**src/rtl/fms_pkg.sv**
```systemverilog
// Shared constants and types for the flash mode and protection sequencer
package fms_pkg;
   localparam int FMS_BLOCK_BYTES = 131072;
   localparam int FMS_ADDR_W = 18;
   localparam int FMS_CORE_DW = 32;
   localparam int FMS_PROG_DW = 16;
   localparam int FMS_BLOCK_BIT = 17;
   localparam int FMS_MULTI_LSB = 8;
   localparam logic [17:0] FMS_UNLOCK1_ADDR = 18'h05554;
   localparam logic [7:0] FMS_UNLOCK1_DATA = 8'hAA;
   localparam logic [17:0] FMS_UNLOCK2_ADDR = 18'h0AAAA;
   localparam logic [7:0] FMS_UNLOCK2_DATA = 8'h55;
   localparam logic [7:0] FMS_CMD_PROGRAM = 8'hA0;
   localparam logic [7:0] FMS_CMD_CHIP_ERASE = 8'h10;
   localparam logic [7:0] FMS_CMD_BLOCK_ERASE = 8'h30;
   localparam logic [7:0] FMS_CMD_MULTI_ERASE = 8'h38;
   localparam logic [7:0] FMS_CMD_PROTECT = 8'h9A;
   localparam logic [7:0] FMS_CMD_UNPROTECT = 8'h6A;
   localparam logic [7:0] FMS_CMD_SUSPEND = 8'hB0;
   localparam logic [7:0] FMS_POLL_IDLE = 8'h80;
   localparam logic [31:0] FMS_DATA_RESET = 32'h0000_0000;
   localparam logic [17:0] FMS_ADDR_RESET = 18'h00000;
   localparam logic [1:0] FMS_PROT_RESET = 2'h0;

   typedef enum logic [1:0] {
      FMS_MODE_NONE = 2'b00,
      FMS_MODE_SINGLE_CHIP = 2'b01,
      FMS_MODE_SINGLE_BOOT = 2'b10,
      FMS_MODE_PROGRAMMER = 2'b11
   } fms_mode_t;

   typedef enum logic [2:0] {
      FMS_OP_NONE = 3'b000,
      FMS_OP_PROGRAM = 3'b001,
      FMS_OP_ERASE = 3'b010,
      FMS_OP_PROTECT = 3'b011,
      FMS_OP_UNPROTECT = 3'b100
   } fms_op_t;

   typedef enum logic [2:0] {
      FMS_S_IDLE = 3'b000,
      FMS_S_UNLK1 = 3'b001,
      FMS_S_UNLK2 = 3'b010,
      FMS_S_PDATA = 3'b011,
      FMS_S_START = 3'b100,
      FMS_S_WAIT = 3'b101
   } fms_state_t;
endpackage : fms_pkg

```
**src/rtl/fms_mode_latch.sv**
```systemverilog
// Strap decode and mode hold for the flash sequencer
`timescale 1ns/1ps
module fms_mode_latch
   import fms_pkg::*;
(
   input wire logic clk_in,
   input wire logic reset_n_in,
   input wire logic reset_pin_in,
   input wire logic loader_select_in,
   input wire logic [3:0] mode_strap_in,
   input wire logic factory_strap_a_in,
   input wire logic factory_strap_b_in,
   output fms_mode_t mode_out,
   output logic core_run_out,
   output logic boot_rom_sel_out,
   output logic pins_released_out
);
   logic pin_q;
   logic released;
   fms_mode_t mode;
   fms_mode_t next_mode;
   wire logic release_edge = !pin_q && reset_pin_in;
   wire logic factory_low = !factory_strap_a_in && !factory_strap_b_in;
   wire logic prog_pattern = (mode_strap_in == 4'b0011) && factory_strap_a_in
      && !factory_strap_b_in;

   // Decode only while the pin is low or on its release edge
   always_comb begin
      next_mode = mode;
      if (!reset_pin_in) begin
         next_mode = prog_pattern ? FMS_MODE_PROGRAMMER : FMS_MODE_NONE;
      end else if (release_edge) begin
         if (factory_low) begin
            next_mode = loader_select_in ? FMS_MODE_SINGLE_CHIP : FMS_MODE_SINGLE_BOOT;
         end else begin
            next_mode = FMS_MODE_NONE;
         end
      end
   end

   logic core_run;
   logic boot_sel;
   wire logic next_core_run = (next_mode == FMS_MODE_SINGLE_CHIP)
      || (next_mode == FMS_MODE_SINGLE_BOOT);
   wire logic next_boot_sel = (next_mode == FMS_MODE_SINGLE_BOOT);

   always_ff @(posedge clk_in or negedge reset_n_in) begin
      if (!reset_n_in) begin
         pin_q <= 1'b0;
         mode <= FMS_MODE_NONE;
         released <= 1'b0;
         core_run <= 1'b0;
         boot_sel <= 1'b0;
      end else begin
         pin_q <= reset_pin_in;
         mode <= next_mode; // [RL8] [RL9] [RL17]
         released <= reset_pin_in && pin_q; // [RL12]
         core_run <= next_core_run; // [RL13]
         boot_sel <= next_boot_sel; // [RL14]
      end
   end

   assign mode_out = mode;
   assign core_run_out = core_run;
   assign boot_rom_sel_out = boot_sel;
   assign pins_released_out = released;

   property p_mode_hold;
      @(posedge clk_in) disable iff (!reset_n_in)
      (pin_q && reset_pin_in) |=> $stable(mode);
   endproperty
   a_mode_hold: assert property (p_mode_hold) else $error("mode changed after release"); // [RL17]

   property p_single_chip;
      @(posedge clk_in) disable iff (!reset_n_in)
      (release_edge && loader_select_in && factory_low) |=> (mode == FMS_MODE_SINGLE_CHIP);
   endproperty
   a_single_chip: assert property (p_single_chip) else $error("single-chip not decoded"); // [RL8]

   property p_single_boot;
      @(posedge clk_in) disable iff (!reset_n_in)
      (release_edge && !loader_select_in && factory_low)
         |=> (mode == FMS_MODE_SINGLE_BOOT) && boot_rom_sel_out;
   endproperty
   a_single_boot: assert property (p_single_boot) else $error("single-boot not decoded"); // [RL14]
endmodule : fms_mode_latch

```
**src/rtl/fms_port_mux.sv**
```systemverilog
// Selects core or programmer access path and zero-extends programmer data
`timescale 1ns/1ps
module fms_port_mux
   import fms_pkg::*;
#(
   parameter int CORE_DW = FMS_CORE_DW,
   parameter int PROG_DW = FMS_PROG_DW
) (
   input fms_mode_t mode_in,
   input wire logic core_wr_in,
   input wire logic [FMS_ADDR_W-1:0] core_addr_in,
   input wire logic [CORE_DW-1:0] core_wdata_in,
   input wire logic prog_wr_in,
   input wire logic [FMS_ADDR_W-1:0] prog_addr_in,
   input wire logic [PROG_DW-1:0] prog_wdata_in,
   output logic wr_out,
   output logic [FMS_ADDR_W-1:0] addr_out,
   output logic [CORE_DW-1:0] wdata_out
);
   wire logic prog_sel = (mode_in == FMS_MODE_PROGRAMMER);
   wire logic core_sel = (mode_in == FMS_MODE_SINGLE_CHIP)
      || (mode_in == FMS_MODE_SINGLE_BOOT);
   wire logic [CORE_DW-1:0] prog_wide = {{(CORE_DW-PROG_DW){1'b0}}, prog_wdata_in};

   // Programmer writes only the low half of the word
   assign wr_out = (prog_sel && prog_wr_in) || (core_sel && core_wr_in);
   assign addr_out = prog_sel ? prog_addr_in : core_addr_in;
   assign wdata_out = prog_sel ? prog_wide : core_wdata_in; // [RL2]
endmodule : fms_port_mux

```
**src/rtl/fms_sequencer.sv**
```systemverilog
// Flash command sequencer with mode decode, block protection and read lock
// Contract
// RL1: Two 128-Kbyte blocks, each separately protectable
// RL2: Core 32-bit path, programmer 16-bit path
// RL3: Sequencer detects commands, runs operations alone
// RL4: Program and erases, polled status, no suspend
// RL5: Protection only by command, never by voltage
// RL6: Both blocks protected locks programmer reads
// RL7: Unprotect erases first, then clears protection
// RL8: Straps at reset release select chip or boot
// RL9: Programmer mode needs reset low, fixed straps
// RL10: Outside keeps mode inputs steady while used
// RL11: Outside drives don't-care straps to levels
// RL12: Strap pins free for I/O after release
// RL13: Single-chip mode runs core from flash
// RL14: Single-boot mode runs core from boot ROM
// RL15: Chip and multi-block erase skip protected blocks
// RL16: Outside holds reset low 10 ms minimum
// RL17: Mode latched at release, held until reset
`timescale 1ns/1ps
module fms_sequencer
   import fms_pkg::*;
#(
   parameter int CORE_DW = FMS_CORE_DW,
   parameter int PROG_DW = FMS_PROG_DW
) (
   input wire logic clk_in,
   input wire logic reset_n_in,
   input wire logic reset_pin_in,
   input wire logic loader_select_in,
   input wire logic [3:0] mode_strap_in,
   input wire logic factory_strap_a_in,
   input wire logic factory_strap_b_in,
   input wire logic core_wr_in,
   input wire logic [FMS_ADDR_W-1:0] core_addr_in,
   input wire logic [CORE_DW-1:0] core_wdata_in,
   input wire logic prog_wr_in,
   input wire logic [FMS_ADDR_W-1:0] prog_addr_in,
   input wire logic [PROG_DW-1:0] prog_wdata_in,
   input wire logic [CORE_DW-1:0] arr_rdata_in,
   input wire logic arr_done_in,
   input wire logic [1:0] arr_prot_in,
   output fms_mode_t mode_out,
   output logic core_run_out,
   output logic boot_rom_sel_out,
   output logic pins_released_out,
   output logic [CORE_DW-1:0] core_rdata_out,
   output logic [PROG_DW-1:0] prog_rdata_out,
   output logic prog_read_lock_out,
   output logic status_busy_out,
   output logic [7:0] poll_data_out,
   output fms_op_t arr_op_out,
   output logic arr_start_out,
   output logic [1:0] arr_block_mask_out,
   output logic [FMS_ADDR_W-1:0] arr_addr_out,
   output logic [CORE_DW-1:0] arr_wdata_out
);
   fms_mode_t mode;
   logic wr;
   logic [FMS_ADDR_W-1:0] addr;
   logic [CORE_DW-1:0] wdata;

   fms_state_t state;
   fms_state_t next_state;
   fms_op_t op;
   fms_op_t next_op;
   logic [1:0] mask;
   logic [1:0] next_mask;
   logic [1:0] prot;
   logic unprot_pending;
   logic next_unprot_pending;
   logic [FMS_ADDR_W-1:0] op_addr;
   logic [CORE_DW-1:0] op_data;
   logic lock;
   logic busy;
   logic [7:0] poll;

   fms_mode_latch u_mode (
      .clk_in(clk_in),
      .reset_n_in(reset_n_in),
      .reset_pin_in(reset_pin_in),
      .loader_select_in(loader_select_in),
      .mode_strap_in(mode_strap_in),
      .factory_strap_a_in(factory_strap_a_in),
      .factory_strap_b_in(factory_strap_b_in),
      .mode_out(mode),
      .core_run_out(core_run_out), // [RL13]
      .boot_rom_sel_out(boot_rom_sel_out),
      .pins_released_out(pins_released_out)
   );

   fms_port_mux #(
      .CORE_DW(CORE_DW),
      .PROG_DW(PROG_DW)
   ) u_mux (
      .mode_in(mode),
      .core_wr_in(core_wr_in),
      .core_addr_in(core_addr_in),
      .core_wdata_in(core_wdata_in),
      .prog_wr_in(prog_wr_in),
      .prog_addr_in(prog_addr_in),
      .prog_wdata_in(prog_wdata_in),
      .wr_out(wr),
      .addr_out(addr),
      .wdata_out(wdata)
   );

   assign mode_out = mode;

   // Command decode
   wire logic [7:0] wbyte = wdata[7:0];
   wire logic unlock1_hit = wr && (addr == FMS_UNLOCK1_ADDR) && (wbyte == FMS_UNLOCK1_DATA);
   wire logic unlock2_hit = wr && (addr == FMS_UNLOCK2_ADDR) && (wbyte == FMS_UNLOCK2_DATA);
   wire logic addr_block = addr[FMS_BLOCK_BIT];
   wire logic [1:0] addr_onehot = addr_block ? 2'b10 : 2'b01;
   wire logic [1:0] free_blocks = ~prot;
   wire logic cmd_chip = wr && (wbyte == FMS_CMD_CHIP_ERASE);
   wire logic cmd_block = wr && (wbyte == FMS_CMD_BLOCK_ERASE);
   wire logic cmd_multi = wr && (wbyte == FMS_CMD_MULTI_ERASE);
   wire logic cmd_prot = wr && (wbyte == FMS_CMD_PROTECT);
   wire logic cmd_unprot = wr && (wbyte == FMS_CMD_UNPROTECT);
   wire logic cmd_prog = wr && (wbyte == FMS_CMD_PROGRAM);
   // Protected blocks are dropped from chip, block and multi-block erase masks, but not from the unprotect erase
   wire logic [1:0] chip_mask = free_blocks; // [RL15]
   wire logic [1:0] block_mask = addr_onehot & free_blocks; // [RL1]
   // Mask sits above the command byte, whose low bits are fixed
   wire logic [1:0] multi_mask = wdata[FMS_MULTI_LSB+:2] & free_blocks; // [RL15]
   wire logic prog_blocked = prot[addr_block];
   wire logic launch = (next_state == FMS_S_START);

   // Anything not recognised drops back to idle; suspend is such a code
   always_comb begin
      next_state = state;
      next_op = op;
      next_mask = mask;
      next_unprot_pending = unprot_pending;
      unique case (state)
         FMS_S_IDLE: begin
            if (unlock1_hit) begin
               next_state = FMS_S_UNLK1;
            end
         end
         FMS_S_UNLK1: begin
            if (wr) begin
               next_state = unlock2_hit ? FMS_S_UNLK2 : FMS_S_IDLE;
            end
         end
         FMS_S_UNLK2: begin
            if (wr) begin
               next_state = FMS_S_IDLE; // [RL4]
               if (cmd_prog) begin
                  next_state = FMS_S_PDATA;
               end else if (cmd_chip && (chip_mask != 2'b00)) begin
                  next_state = FMS_S_START; // [RL3]
                  next_op = FMS_OP_ERASE;
                  next_mask = chip_mask;
               end else if (cmd_block && (block_mask != 2'b00)) begin
                  next_state = FMS_S_START;
                  next_op = FMS_OP_ERASE;
                  next_mask = block_mask;
               end else if (cmd_multi && (multi_mask != 2'b00)) begin
                  next_state = FMS_S_START;
                  next_op = FMS_OP_ERASE;
                  next_mask = multi_mask;
               end else if (cmd_prot) begin
                  next_state = FMS_S_START; // [RL5]
                  next_op = FMS_OP_PROTECT;
                  next_mask = addr_onehot;
               end else if (cmd_unprot) begin
                  next_state = FMS_S_START; // [RL7]
                  next_op = FMS_OP_ERASE;
                  next_mask = 2'b11;
                  next_unprot_pending = 1'b1;
               end
            end
         end
         FMS_S_PDATA: begin
            if (wr) begin
               next_state = prog_blocked ? FMS_S_IDLE : FMS_S_START; // [RL1]
               next_op = FMS_OP_PROGRAM;
               next_mask = addr_onehot;
            end
         end
         FMS_S_START: begin
            next_state = FMS_S_WAIT;
         end
         FMS_S_WAIT: begin
            if (arr_done_in) begin
               if (unprot_pending) begin
                  // Protection cleared only after the erase completes
                  next_state = FMS_S_START; // [RL7]
                  next_op = FMS_OP_UNPROTECT;
                  next_unprot_pending = 1'b0;
               end else begin
                  next_state = FMS_S_IDLE;
                  next_op = FMS_OP_NONE;
               end
            end
         end
         default: begin
            next_state = FMS_S_IDLE;
            next_op = FMS_OP_NONE;
            next_unprot_pending = 1'b0;
         end
      endcase
   end

   // Capture target address and data only when an operation is launched
   wire logic capture = launch && (state != FMS_S_WAIT);
   wire logic [7:0] next_poll = busy ? {~op_data[7], ~poll[6], 6'h00} : FMS_POLL_IDLE;
   wire logic [PROG_DW-1:0] prog_half = addr[1] ? arr_rdata_in[CORE_DW-1:PROG_DW]
      : arr_rdata_in[PROG_DW-1:0];

   always_ff @(posedge clk_in or negedge reset_n_in) begin
      if (!reset_n_in) begin
         state <= FMS_S_IDLE;
         op <= FMS_OP_NONE;
         mask <= FMS_PROT_RESET;
         unprot_pending <= 1'b0;
         op_addr <= FMS_ADDR_RESET;
         op_data <= FMS_DATA_RESET;
         arr_start_out <= 1'b0;
         busy <= 1'b0;
      end else begin
         state <= next_state;
         op <= next_op;
         mask <= next_mask;
         unprot_pending <= next_unprot_pending;
         arr_start_out <= launch;
         busy <= launch || (next_state == FMS_S_WAIT); // [RL4]
         if (capture) begin
            op_addr <= addr;
            op_data <= wdata;
         end
      end
   end

   // Protection bits live in the array cells; keep a local copy
   always_ff @(posedge clk_in or negedge reset_n_in) begin
      if (!reset_n_in) begin
         prot <= FMS_PROT_RESET;
         lock <= 1'b0;
         poll <= FMS_POLL_IDLE;
         core_rdata_out <= FMS_DATA_RESET;
         prog_rdata_out <= FMS_DATA_RESET[PROG_DW-1:0];
      end else begin
         prot <= arr_prot_in;
         lock <= &prot; // [RL6]
         poll <= next_poll;
         core_rdata_out <= busy ? {{(CORE_DW-8){1'b0}}, poll} : arr_rdata_in;
         if (lock && (mode == FMS_MODE_PROGRAMMER)) begin
            prog_rdata_out <= '0; // [RL6]
         end else begin
            prog_rdata_out <= busy ? {{(PROG_DW-8){1'b0}}, poll} : prog_half; // [RL2]
         end
      end
   end

   assign prog_read_lock_out = lock;
   assign status_busy_out = busy;
   assign poll_data_out = poll;
   assign arr_op_out = op;
   assign arr_block_mask_out = mask;
   assign arr_addr_out = op_addr;
   assign arr_wdata_out = op_data;

   property p_lock;
      @(posedge clk_in) disable iff (!reset_n_in)
      (&arr_prot_in) ##1 (&arr_prot_in) |=> prog_read_lock_out;
   endproperty
   a_lock: assert property (p_lock) else $error("read lock missing with both protected"); // [RL6]

   property p_skip_protected;
      @(posedge clk_in) disable iff (!reset_n_in)
      (arr_start_out && (arr_op_out == FMS_OP_ERASE) && !unprot_pending)
         |-> ((arr_block_mask_out & prot) == 2'b00);
   endproperty
   a_skip_protected: assert property (p_skip_protected) else $error("erase hits protected"); // [RL15]

   property p_unprot_order;
      @(posedge clk_in) disable iff (!reset_n_in)
      (arr_start_out && (arr_op_out == FMS_OP_UNPROTECT))
         |-> $past(arr_done_in) && ($past(arr_op_out) == FMS_OP_ERASE);
   endproperty
   a_unprot_order: assert property (p_unprot_order) else $error("unprotect before erase"); // [RL7]

   property p_chip_launch;
      @(posedge clk_in) disable iff (!reset_n_in)
      (state == FMS_S_UNLK2 && cmd_chip && chip_mask != 2'b00)
         |=> arr_start_out && (arr_op_out == FMS_OP_ERASE) ##1 !arr_start_out;
   endproperty
   a_chip_launch: assert property (p_chip_launch) else $error("chip erase not launched"); // [RL3]

   property p_busy;
      @(posedge clk_in) disable iff (!reset_n_in)
      arr_start_out |-> status_busy_out ##1 status_busy_out;
   endproperty
   a_busy: assert property (p_busy) else $error("busy not shown during operation"); // [RL4]

   property p_protect_by_cmd;
      @(posedge clk_in) disable iff (!reset_n_in)
      (arr_start_out && (arr_op_out == FMS_OP_PROTECT))
         |-> $past(state == FMS_S_UNLK2 && cmd_prot);
   endproperty
   a_protect_by_cmd: assert property (p_protect_by_cmd) else $error("protect without command"); // [RL5]

   property p_prog_guard;
      @(posedge clk_in) disable iff (!reset_n_in)
      (arr_start_out && (arr_op_out == FMS_OP_PROGRAM))
         |-> !prot[arr_addr_out[FMS_BLOCK_BIT]];
   endproperty
   a_prog_guard: assert property (p_prog_guard) else $error("program into protected block"); // [RL1]

   property p_narrow;
      @(posedge clk_in) disable iff (!reset_n_in)
      (mode == FMS_MODE_PROGRAMMER) |-> (wdata[CORE_DW-1:PROG_DW] == '0);
   endproperty
   a_narrow: assert property (p_narrow) else $error("programmer path wider than 16 bits"); // [RL2]

   property p_suspend_ignored;
      @(posedge clk_in) disable iff (!reset_n_in)
      (state == FMS_S_UNLK2 && wr && wbyte == FMS_CMD_SUSPEND) |=> (state == FMS_S_IDLE);
   endproperty
   a_suspend_ignored: assert property (p_suspend_ignored) else $error("suspend accepted"); // [RL4]

   property p_run_flash;
      @(posedge clk_in) disable iff (!reset_n_in)
      (mode == FMS_MODE_SINGLE_CHIP) |-> core_run_out && !boot_rom_sel_out;
   endproperty
   a_run_flash: assert property (p_run_flash) else $error("single-chip not run from flash"); // [RL13]
endmodule : fms_sequencer

```
**config.mk**
```make
export PLATFORM = sky130hd
export DESIGN_NAME = fms_sequencer
export DESIGN_NICKNAME = d
export VERILOG_FILES = /design/src/rtl/fms_pkg.sv /design/src/rtl/fms_mode_latch.sv /design/src/rtl/fms_port_mux.sv /design/src/rtl/fms_sequencer.sv
export SDC_FILE = /design/constraint.sdc
export NUM_CORES = 1
export LEC_CHECK = 0
export ABC_CLOCK_PERIOD_IN_PS = 3050
export BUFFER_PORTS_ARGS = -buffer_cell sky130_fd_sc_hd__buf_2
export CORE_AREA = 2 2 150 115
export CTS_BUF_LIST = sky130_fd_sc_hd__clkbuf_8
export DETAILED_ROUTE_END_ITERATION = 6
export DIE_AREA = 0 0 152 117
export PLACE_DENSITY = 0.71
export SYNTH_ARGS = -nofsm -noshare
export SYNTH_HDL_FRONTEND = slang
export SYNTH_SLANG_ARGS = --single-unit
```
**constraint.sdc**
```tcl
create_clock -name clk_in -period 3.05 [get_ports clk_in]
set_input_delay 0.305 -clock clk_in [delete_from_list [all_inputs] [get_ports clk_in]]
set_output_delay 0.305 -clock clk_in [all_outputs]
set_load 0.01 [all_outputs]
```
* Yosys cells after proc, flatten, opt, wreduce, memory -nomap -nowiden
Index checks and enable logic that the tools add are counted.
** Storage, ports and cells
- Register bits :: 126
- Latch bits :: 0
- Memory bits (writable) :: 0
- Memory bits (read-only) :: 0
- Input port bits :: 131
- Output and inout bits :: 119
- Word-level logic and storage cells :: 158
- Memories kept :: 0
** Operators by class
- $add $sub $neg :: 0
- $mul :: 0
- Div/mod/pow operators :: 0
- Order comparisons :: 1
- Equal/unequal tests :: 34
- Shift-type cells :: 0
- Multiplexer cells :: 58
- Bitwise gates (word level) :: 7
- Reduce and logical (&&, ||, !) cells :: 40
** Operator list (count)
- $mux W3 :: 22
- $mux W32 :: 2
- $mux W16 :: 3
- $mux W2 :: 15
- $eq A8 B8 Y1 const B :: 3
- $logic_and A1 B1 Y1 :: 22
- $eq A18 B15 Y1 const B :: 1
- $eq A18 B16 Y1 const B :: 1
- $mux W18 :: 1
- $ne A2 B2 Y1 const B :: 9
- $pmux W3 S6 :: 1
- $eq A8 B6 Y1 const B :: 2
- $eq A8 B7 Y1 const B :: 2
- $eq A3 B3 Y1 const B :: 4
- $pmux W3 S4 :: 1
- $mux W1 :: 10
- $reduce_and A9 Y1 :: 1
- $eq A8 B5 Y1 const B :: 1
- $mux W8 :: 1
- $reduce_bool A2 Y1 :: 4
- $eq A2 B2 Y1 const B :: 3
- $eq A3 B2 Y1 const B :: 2
- $ne A6 B6 Y1 const B :: 1
- $reduce_and A6 Y1 :: 1
- other kinds (17) :: 27

* Depth between registers and ports, before layout
Gate-level depths: netlist (run 1).
- Word-level depth :: 15
- Depth in mapped cells :: 10
- Mapped depth without buffers :: 7

* Cells and area by module
A second synthesis (run 1) with hierarchy kept.
** Second synthesis, totals
- Cell total of the unflattened synthesis :: 428
- Area total of the unflattened synthesis :: 5895.7 sq um
** Modules (own cells, without submodules)
- fms_sequencer :: instances 1, cells an instance 352, area an instance 4931.0 sq um, seq. area each 2854.0 sq um
- fms_port_mux :: instances 1, cells an instance 58, area an instance 715.7 sq um, seq. area each 0.0 sq um
- fms_mode_latch :: instances 1, cells an instance 18, area an instance 249.0 sq um, seq. area each 150.1 sq um

* Worst setup path before layout (run 1)
OpenSTA, ideal clock, no wires.
- Path kind :: register to register
- From :: register u_mode.mode[0] (netlist: u_mode.mode_out[0])
- To :: register op_data[6] (netlist: arr_wdata_out[6])
- Library setup time :: 0.127 ns
- Arrival :: 2.454 ns
- Data required time :: 2.923 ns
- Slack :: 0.468 ns
- Cell stages (with the launch flop) :: 10
- Buffers on the path :: 2
- Clock period less this slack :: 2.582 ns
- Cells stage by stage :: dfrtp_1 ha_1 or3b_1 and2_0 clkbuf_1 o31a_1 and4bb_4 buf_6 nor2_4 mux2_1
** On the way
- Word-level cells in the longest chain between the ends :: 15
- Elaborated cells on any way between the ends :: 54
- Those cells by class :: eq/ne (14); mux (18); bitwise (2); reduce/logical (20)
** RTL lines
- start, declared :: line fms_mode_latch.sv:20 : fms_mode_t mode;
- start signal, assigned :: line fms_mode_latch.sv:56 : mode <= next_mode;
- parallel branches: the longest is 15 deep, another holds $mux W32
- end signal, assigned :: line fms_sequencer.sv:233 : op_data <= wdata;
- end, declared :: line fms_sequencer.sv:73 : logic [CORE_DW-1:0] op_data;
Parallel ways; which one is timed is not known. The select of a mux whose other input is x is not followed.
A chain may end at the register's enable or synchronous reset.

* Worst setup path in the final report (run 1)
- From :: register u_mode.mode[1] (netlist: u_mode.mode_out[1])
- To :: register op_addr[7] (netlist: arr_addr_out[7])
** On the way
- Word-level cells in the longest chain between the ends :: 15
- Elaborated cells on any way between the ends :: 54
- Those cells by class :: eq/ne (14); mux (18); bitwise (2); reduce/logical (20)
** RTL lines
- parallel branches: the longest is 15 deep, another holds $mux W32
- end signal, assigned :: line fms_sequencer.sv:232 : op_addr <= addr;
- end, declared :: line fms_sequencer.sv:72 : logic [FMS_ADDR_W-1:0] op_addr;
Parallel ways; which one is timed is not known. The select of a mux whose other input is x is not followed.

==> impl_metrics.ini, run 1 <==
[cells_and_area]
n_antenna_cell = 0
syn_to_final_growth_pct = 33.8
drive_above_1_share_pct = 37.6
fillers = 1595
finalNetCount = 936
layout.cells.non_filler = 1031

[clock_tree]
root_buffer = clkbuf_8
clock_latency_ns = 0.43
cts.sinks = 120
cts_buffers = 17
cts.htree.levels = 4
clock_path_buffers = 2
cts_tree = done
path_clk_slew_ns = 0.08

[sta]
period_needed_ns = 2.87
finalHoldViolCount = 0
setup_violations = 0
skew_ns = 0.0135
rsz0062_at_grt = no
timing.hold.ws_ns = 0.0968
finalMaxSlewViolations = 0
slew_headroom_pct = 55.4
totalNegativeSetupSlack_ns = 0
fmax_ghz = 0.349
finalCritPeriodShare_pct = 94.0
tightest_slew_ns = 0.661

[synthesis]
synth_cell_types = 63
syn_inst = 557
ys_ff_latch = 120
synthFlopType = dfrtp_1
synth-warning-count = 0
yosysSeqAreaShare_pct = 53.3
synth.avg_cell_area_sq_um = 10.1
synth_edf_count = 0
synthArstFlopShare_pct = 100
netlist_area_sq_um = 5640

[placement]
portBuffers = 243
dp.cells = 994
gp_congestion = 0.926
hpwl_mm = 12.8

[grt]
grt_pass1_vias = 5016
grt_pass1_wl_mm = 26.7
globalRouteOverflowTotal = 0
grt_max_degree = 49
grt_usage_pct = 19.1
grt_antenna_before_repair = 0

[floorplanning]
initial_utilization_pct = 34.2
die_area_sq_um = 17800
die_y_microns = 117
die_x_microns = 152
core_area_sq_um = 16500
ios = 250
rows = 41

[min_path]
min_path_type = in2reg

[power_and_ir_drop]
peakVddDrop_mv = 0.311
power_w = 0.00356
leakage_nw = 3.74
powerDensity_nw_per_um2 = 471

[outcome]
status = finished, final reports clean

[detailed_routing]
drtIter0Drc = 359
viasPerCell = 5.14
route.detailed.drc = 0
avgRoutedWirePerCell_microns = 16.9
vias = 5304
first_pass_iters = 5
postRouteAntennaNets = 0
drt-total-wl_mm = 17.4

[worst_setup_path]
crit_required_ns = 3.35
worstPathArrival_ns = 3.17
cp_slowest_stage_delay_ns = 0.43
cp_max_fo = 44
critPathCaptureType = flip-flop
worstPathCellList = ha_4 > buf_6 > or2_2 > o22a_1 > nor4_1 > and4bb_4 > buf_4 > o21ai_0 > o21ai_1
crit_path_start_kind = flip-flop
critical_path_class = reg2reg
cp_slowest_cell = dfrtp_1

[job]
drv_cap = 0
==> worst max-delay path, delay by kind of cell, from the launching register on <==
| family | cells | cell delay, ns |
|---|---|---|
| adders and majority gates | 1 | 0.26 |
| buffers and inverters | 2 | 0.44 |
| DFF | 1 | 0.43 |
| AOI/OAI and AO/OA | 3 | 0.62 |
| and+or+nand+nor | 3 | 0.97 |
==> final timing paths <==
path | startpoint | endpoint | slack (ns) | depth (start not counted)
setup / recovery | u_mode.mode_out[1] | arr_addr_out[7] | 0.18 | 9
hold / removal | arr_rdata_in[14] | core_rdata_out[14] | 0.1 | 2
setup reg to reg | u_mode.mode_out[1] | arr_addr_out[7] | 0.18 | 9
hold reg to reg | arr_wdata_out[7] | poll_data_out[7] | 0.48 | 1
max in group asynchronous | reset_n_in | state[2] | 1.95 | 3
min in group asynchronous | reset_n_in | core_rdata_out[0] | 0.41 | 2
==> flip-flops by register name (all words and copies together), names as in the netlist, 2 cells and up <==
signal	flops
arr_block_mask_out	2
core_rdata_out	32
state	3
prot	2
u_mode.mode_out	2
arr_wdata_out	32
poll_data_out	2
arr_addr_out	18
prog_rdata_out	16
arr_op_out	3
==> stage by stage <==
stage	setup WS, ns	area (sq um)	utilization [%]
after global placement	0.310	7070	43.0
after detailed placement	0.211	7070	43.0
final	0.184	7540	45.8
after floorplan	0.468	5660	-
after CTS	0.177	7530	45.7
after global routing	0.0365	7540	45.8
==> timing repair <==
item	4_1_cts	5_1_grt
resized for setup	0	1
buffers inserted	0	1
endpoints found under the setup margin	0	38
endpoints found under the hold margin	45	0
hold buffers	4	0
==> layer usage <==
metal  global-route usage (%)  up-vias  share of wire (%)
met4                     5.42        0                1.1
met3                     5.96       14                8.5
met5                        0        -                  0
met2                     29.9      253                 46
li1                         -     2471                  -
met1                     25.8     2566                 45
==> where the power goes <==
part           switching (W)  total, W  internal [W]
Sequential         0.0000214   0.00166       0.00163
Combinational       0.000232  0.000397      0.000165
Clock               0.000692   0.00150      0.000811
Total               0.000945   0.00356       0.00261
==> final cells by class <==
type | count | area (sq um) | share of cell area (%)
Clock buffer | 17 | 234 | 3.10
Inverter | 9 | 33.8 | 0.448
Timing Repair Buffer | 262 | 1390 | 18.4
Tap cell | 215 | 269 | 3.57
Sequential cell | 120 | 3000 | 39.8
Clock inverter | 15 | 179 | 2.37
Multi-Input combinational cell | 393 | 2440 | 32.3
==> placed cells by master, fill, tap and decap left out, types with 4 or more instances in the layout <==
cell | Yosys | layout
buf_2 | 9 | 242
dfrtp_1 | 119 | 119
nand2_1 | 64 | 64
o21ai_1 | 59 | 59
o21ai_0 | 44 | 44
nor2b_1 | 34 | 34
mux2i_1 | 33 | 33
a21oi_1 | 23 | 23
clkbuf_8 | 0 | 17
buf_4 | 7 | 14
nor2_1 | 13 | 13
nor3_1 | 13 | 13
inv_1 | 9 | 10
mux2_2 | 7 | 7
and2_1 | 6 | 6
nand4b_1 | 6 | 6
conb_1 | 1 | 6
nand3_1 | 5 | 5
nor4b_1 | 5 | 5
a211oi_1 | 4 | 4
nand4_1 | 4 | 4
nor3b_1 | 4 | 4
nand3b_1 | 4 | 4
a32oi_1 | 4 | 4
clkinv_4 | 0 | 4
dlygate4sd3_1 | 0 | 4
==> cell usage after synthesis (2+ instances only) <==
library cell  number  area, sq um
mux2_2             7         78.8
nor2_1            13         48.8
o22ai_1            3         18.8
and2_1             6         37.5
nand2b_1           3         18.8
dfrtp_1          119         2980
or2_2              2         12.5
nand3_1            5         25.0
nor3b_1            4         30.0
o21ai_1           59          295
a21oi_1           23          115
o21a_1             2         15.0
buf_6              2         22.5
nand2_1           64          240
a21o_1             2         15.0
buf_4              7         52.6
clkbuf_1          19         71.3
nor3_1            13         65.1
nand3b_1           4         30.0
and3_1             2         12.5
o21ai_0           44          220
nand4_1            4         25.0
nor4b_1            5         43.8
ha_1               2         25.0
or3b_1             2         17.5
o22a_1             3         26.3
o31ai_1            3         22.5
a31oi_1            3         18.8
nand4b_1           6         52.6
a211oi_1           4         30.0
inv_1              9         33.8
a32oi_1            4         35.0
nor4_1             2         12.5
o41ai_1            3         26.3
mux2i_1           33          330
buf_1              3         11.3
buf_2              9         45.0
nor2b_1           34          213
==> logic make-up (layout without fill, tap and decap cells) <==
group	after synthesis	count (layout)	synth area share (%)
mux	42	42	7.85
buf+inv	49	303	4.19
compound gates	164	164	16.6
simple gates	179	179	17.6
fa+ha+maj	2	2	0.444
flops	120	120	53.3
other cells	1	6	0.0665
(Power assumes the default switching activity.)
==> run 2, diff against run 1 <==
--- a/config.mk
+++ b/config.mk
@@ -11,7 +11,8 @@
 export CTS_BUF_LIST = sky130_fd_sc_hd__clkbuf_8
 export DETAILED_ROUTE_END_ITERATION = 6
 export DIE_AREA = 0 0 152 117
-export PLACE_DENSITY = 0.71
+export PLACE_DENSITY_LB_ADDON = 0.3
+export SLEW_MARGIN = 20
 export SYNTH_ARGS = -nofsm -noshare
 export SYNTH_HDL_FRONTEND = slang
 export SYNTH_SLANG_ARGS = --single-unit
==> constraint.sdc (replaced) <==
create_clock -name clk_in -period 3.05 [get_ports clk_in]
set_input_delay 0.305 -clock clk_in [delete_from_list [all_inputs] [get_ports clk_in]]
set_output_delay 0.305 -clock clk_in [all_outputs]
set_load 0.1 [all_outputs]
==> impl_metrics.ini, run 2 (synthesis results as in run 1) <==
[job]
drv_cap = 0

[power_and_ir_drop]
pwr-share-clk_pct = 38.7
comb_power_share_pct = 18.6
peakVddDrop_mv = 0.239
pwr-share-seq_pct = 42.7
p_sw_w = 0.00138
power_w = 0.00387
p_int_w = 0.00250
leakage_nw = 3.74
swShare_pct = 35.6
powerDensity_nw_per_um2 = 513

[cells_and_area]
fin_util_pct = 45.9
final_common_cell = buf_2
finalNetCount = 937
layout.cells.non_filler = 1033
layout_common_cells = buf_2 (242), dfrtp_1 (117), nand2_1 (64)
syn_to_final_growth_pct = 34.0
drive_above_1_share_pct = 38.1

[clock_tree]
postCtsSetupRepairBufs = 0
cts.sinks = 120
clock_path_buffers = 2
clock_latency_ns = 0.45
root_buffer = clkbuf_8
cts.htree.levels = 4
cts_buffers = 17
cts_tree = done
path_clk_slew_ns = 0.09

[sta]
finalCritPeriodShare_pct = 92.5
rsz0062_at_grt = no
totalNegativeSetupSlack_ns = 0
finalMaxSlewViolations = 0
skew_ns = 0.0132
fmax_ghz = 0.354
period_needed_ns = 2.82
setup_violations = 0
slew_headroom_pct = 54.3
worst_slack_ns = 0.227
finalHoldViolCount = 0
tightest_slew_ns = 0.677

[placement]
gp_congestion = 0.868
dp.cells = 996
portBuffers = 243
pre_cts_ws_ns = 0.234
hpwl_mm = 13.2

[detailed_routing]
avgRoutedWirePerCell_microns = 16.9
postRouteAntennaNets = 0
viasPerCell = 5.04
route.detailed.drc = 0
drt-total-wl_mm = 17.5
first_pass_iters = 4
drtIter0Drc = 406
vias = 5207

[grt]
globalRouteOverflowTotal = 0
grt_pass1_wl_mm = 27.2
grt_max_degree = 58
grt_usage_pct = 19.6
grt_pass1_vias = 5002
grt_antenna_before_repair = 1

[min_path]
min_path_type = in2reg

[floorplanning]
die_x_microns = 152
ios = 250
die_area_sq_um = 17800
die_y_microns = 117
initial_utilization_pct = 34.2
core_area_sq_um = 16500
rows = 41

[worst_setup_path]
worstPathCellList = ha_4 > or3b_1 > o22a_1 > nor4_1 > and4bb_4 > buf_6 > o21ai_0 > o21ai_1
cp_slowest_cell = dfrtp_2
cp_slowest_stage_delay_ns = 0.41
critPathCaptureType = flip-flop
cp_max_fo = 29
critical_path_class = reg2reg
crit_path_start_kind = flip-flop
worstPathArrival_ns = 3.15
crit_required_ns = 3.38

[outcome]
status = finished, final reports clean
==> run 2: cell types whose count changed in the layout (fill, tap and decap cells not counted), sizes merged <==
| cell | before | now |
|---|---|---|
| buf | 258 | 259 |
| bufinv | 3 | 1 |
| clkinv | 6 | 2 |
| clkinvlp | 3 | 2 |
| diode | 0 | 1 |
| inv | 12 | 19 |
==> run 2: path summary, 6_finish.rpt <==
path / startpoint / endpoint / slack [ns] / depth (start not counted)
min in group asynchronous: reset_n_in / prog_rdata_out[2] / 0.29 / 2
worst min-delay path: arr_rdata_in[11] / core_rdata_out[11] / 0.08 / 2
worst max-delay path: u_mode.mode_out[0] / arr_addr_out[2] / 0.23 / 8
worst max register to register: u_mode.mode_out[0] / arr_addr_out[2] / 0.23 / 8
max in group asynchronous: reset_n_in / u_mode.mode_out[1] / 1.86 / 3
worst min register to register: poll_data_out[6] / poll_data_out[6] / 0.49 / 1
==> run 2: layer usage <==
layer | track usage, % | part of all wire, %
met5 | 0 | 0
met2 | 29.6 | 45
met1 | 27.4 | 46
met4 | 5.98 | 1.7
met3 | 6.00 | 7.5
==> run 2: what timing repair did <==
item	CTS	global route
hold buffers	4	0
endpoints found under the setup margin	0	1
gates resized for setup	0	2
endpoints found under the hold margin	24	0
==> run 2: through the flow <==
step / instance area, sq um / hold WS (ns)
after floorplan: 5660 / 0.00941
after global placement: 7090 / 0.227
after detailed placement: 7090 / 0.226
after CTS: 7540 / 0.0544
after global routing: 7550 / 0.0441
final: 7550 / 0.0835
==> run 2: final cells by class <==
| cell class | count | area [sq um] |
|---|---|---|
| flip-flops and latches | 120 | 3010 |
| multi-input cells | 393 | 2440 |
| fillers | 1610 | 8910 |
| well taps | 215 | 269 |
| repair buffers | 263 | 1400 |
| inverters | 9 | 33.8 |
| clock buffers | 17 | 234 |
| clock inverters | 15 | 178 |
| diodes | 1 | 2.50 |
==> run 2: worst max-delay path: cells and delay by family, from the launching register on <==
kind	cells	cell delay, ns
and+or+nand+nor	3	1.18
DFF	1	0.41
adders and majority gates	1	0.33
AOI/OAI and AO/OA	3	0.55
buffers and inverters	1	0.21
==> run 2: power by group through the flow <==
stage | registers [W] | logic [W] | clock network, W
after floorplan | 0.00199 | 0.000186 | 0
after global placement | 0.00168 | 0.000718 | 0
after detailed placement | 0.00169 | 0.000718 | 0
after CTS | 0.00165 | 0.000724 | 0.00154
after global routing | 0.00166 | 0.000766 | 0.00162
final | 0.00165 | 0.000720 | 0.00150
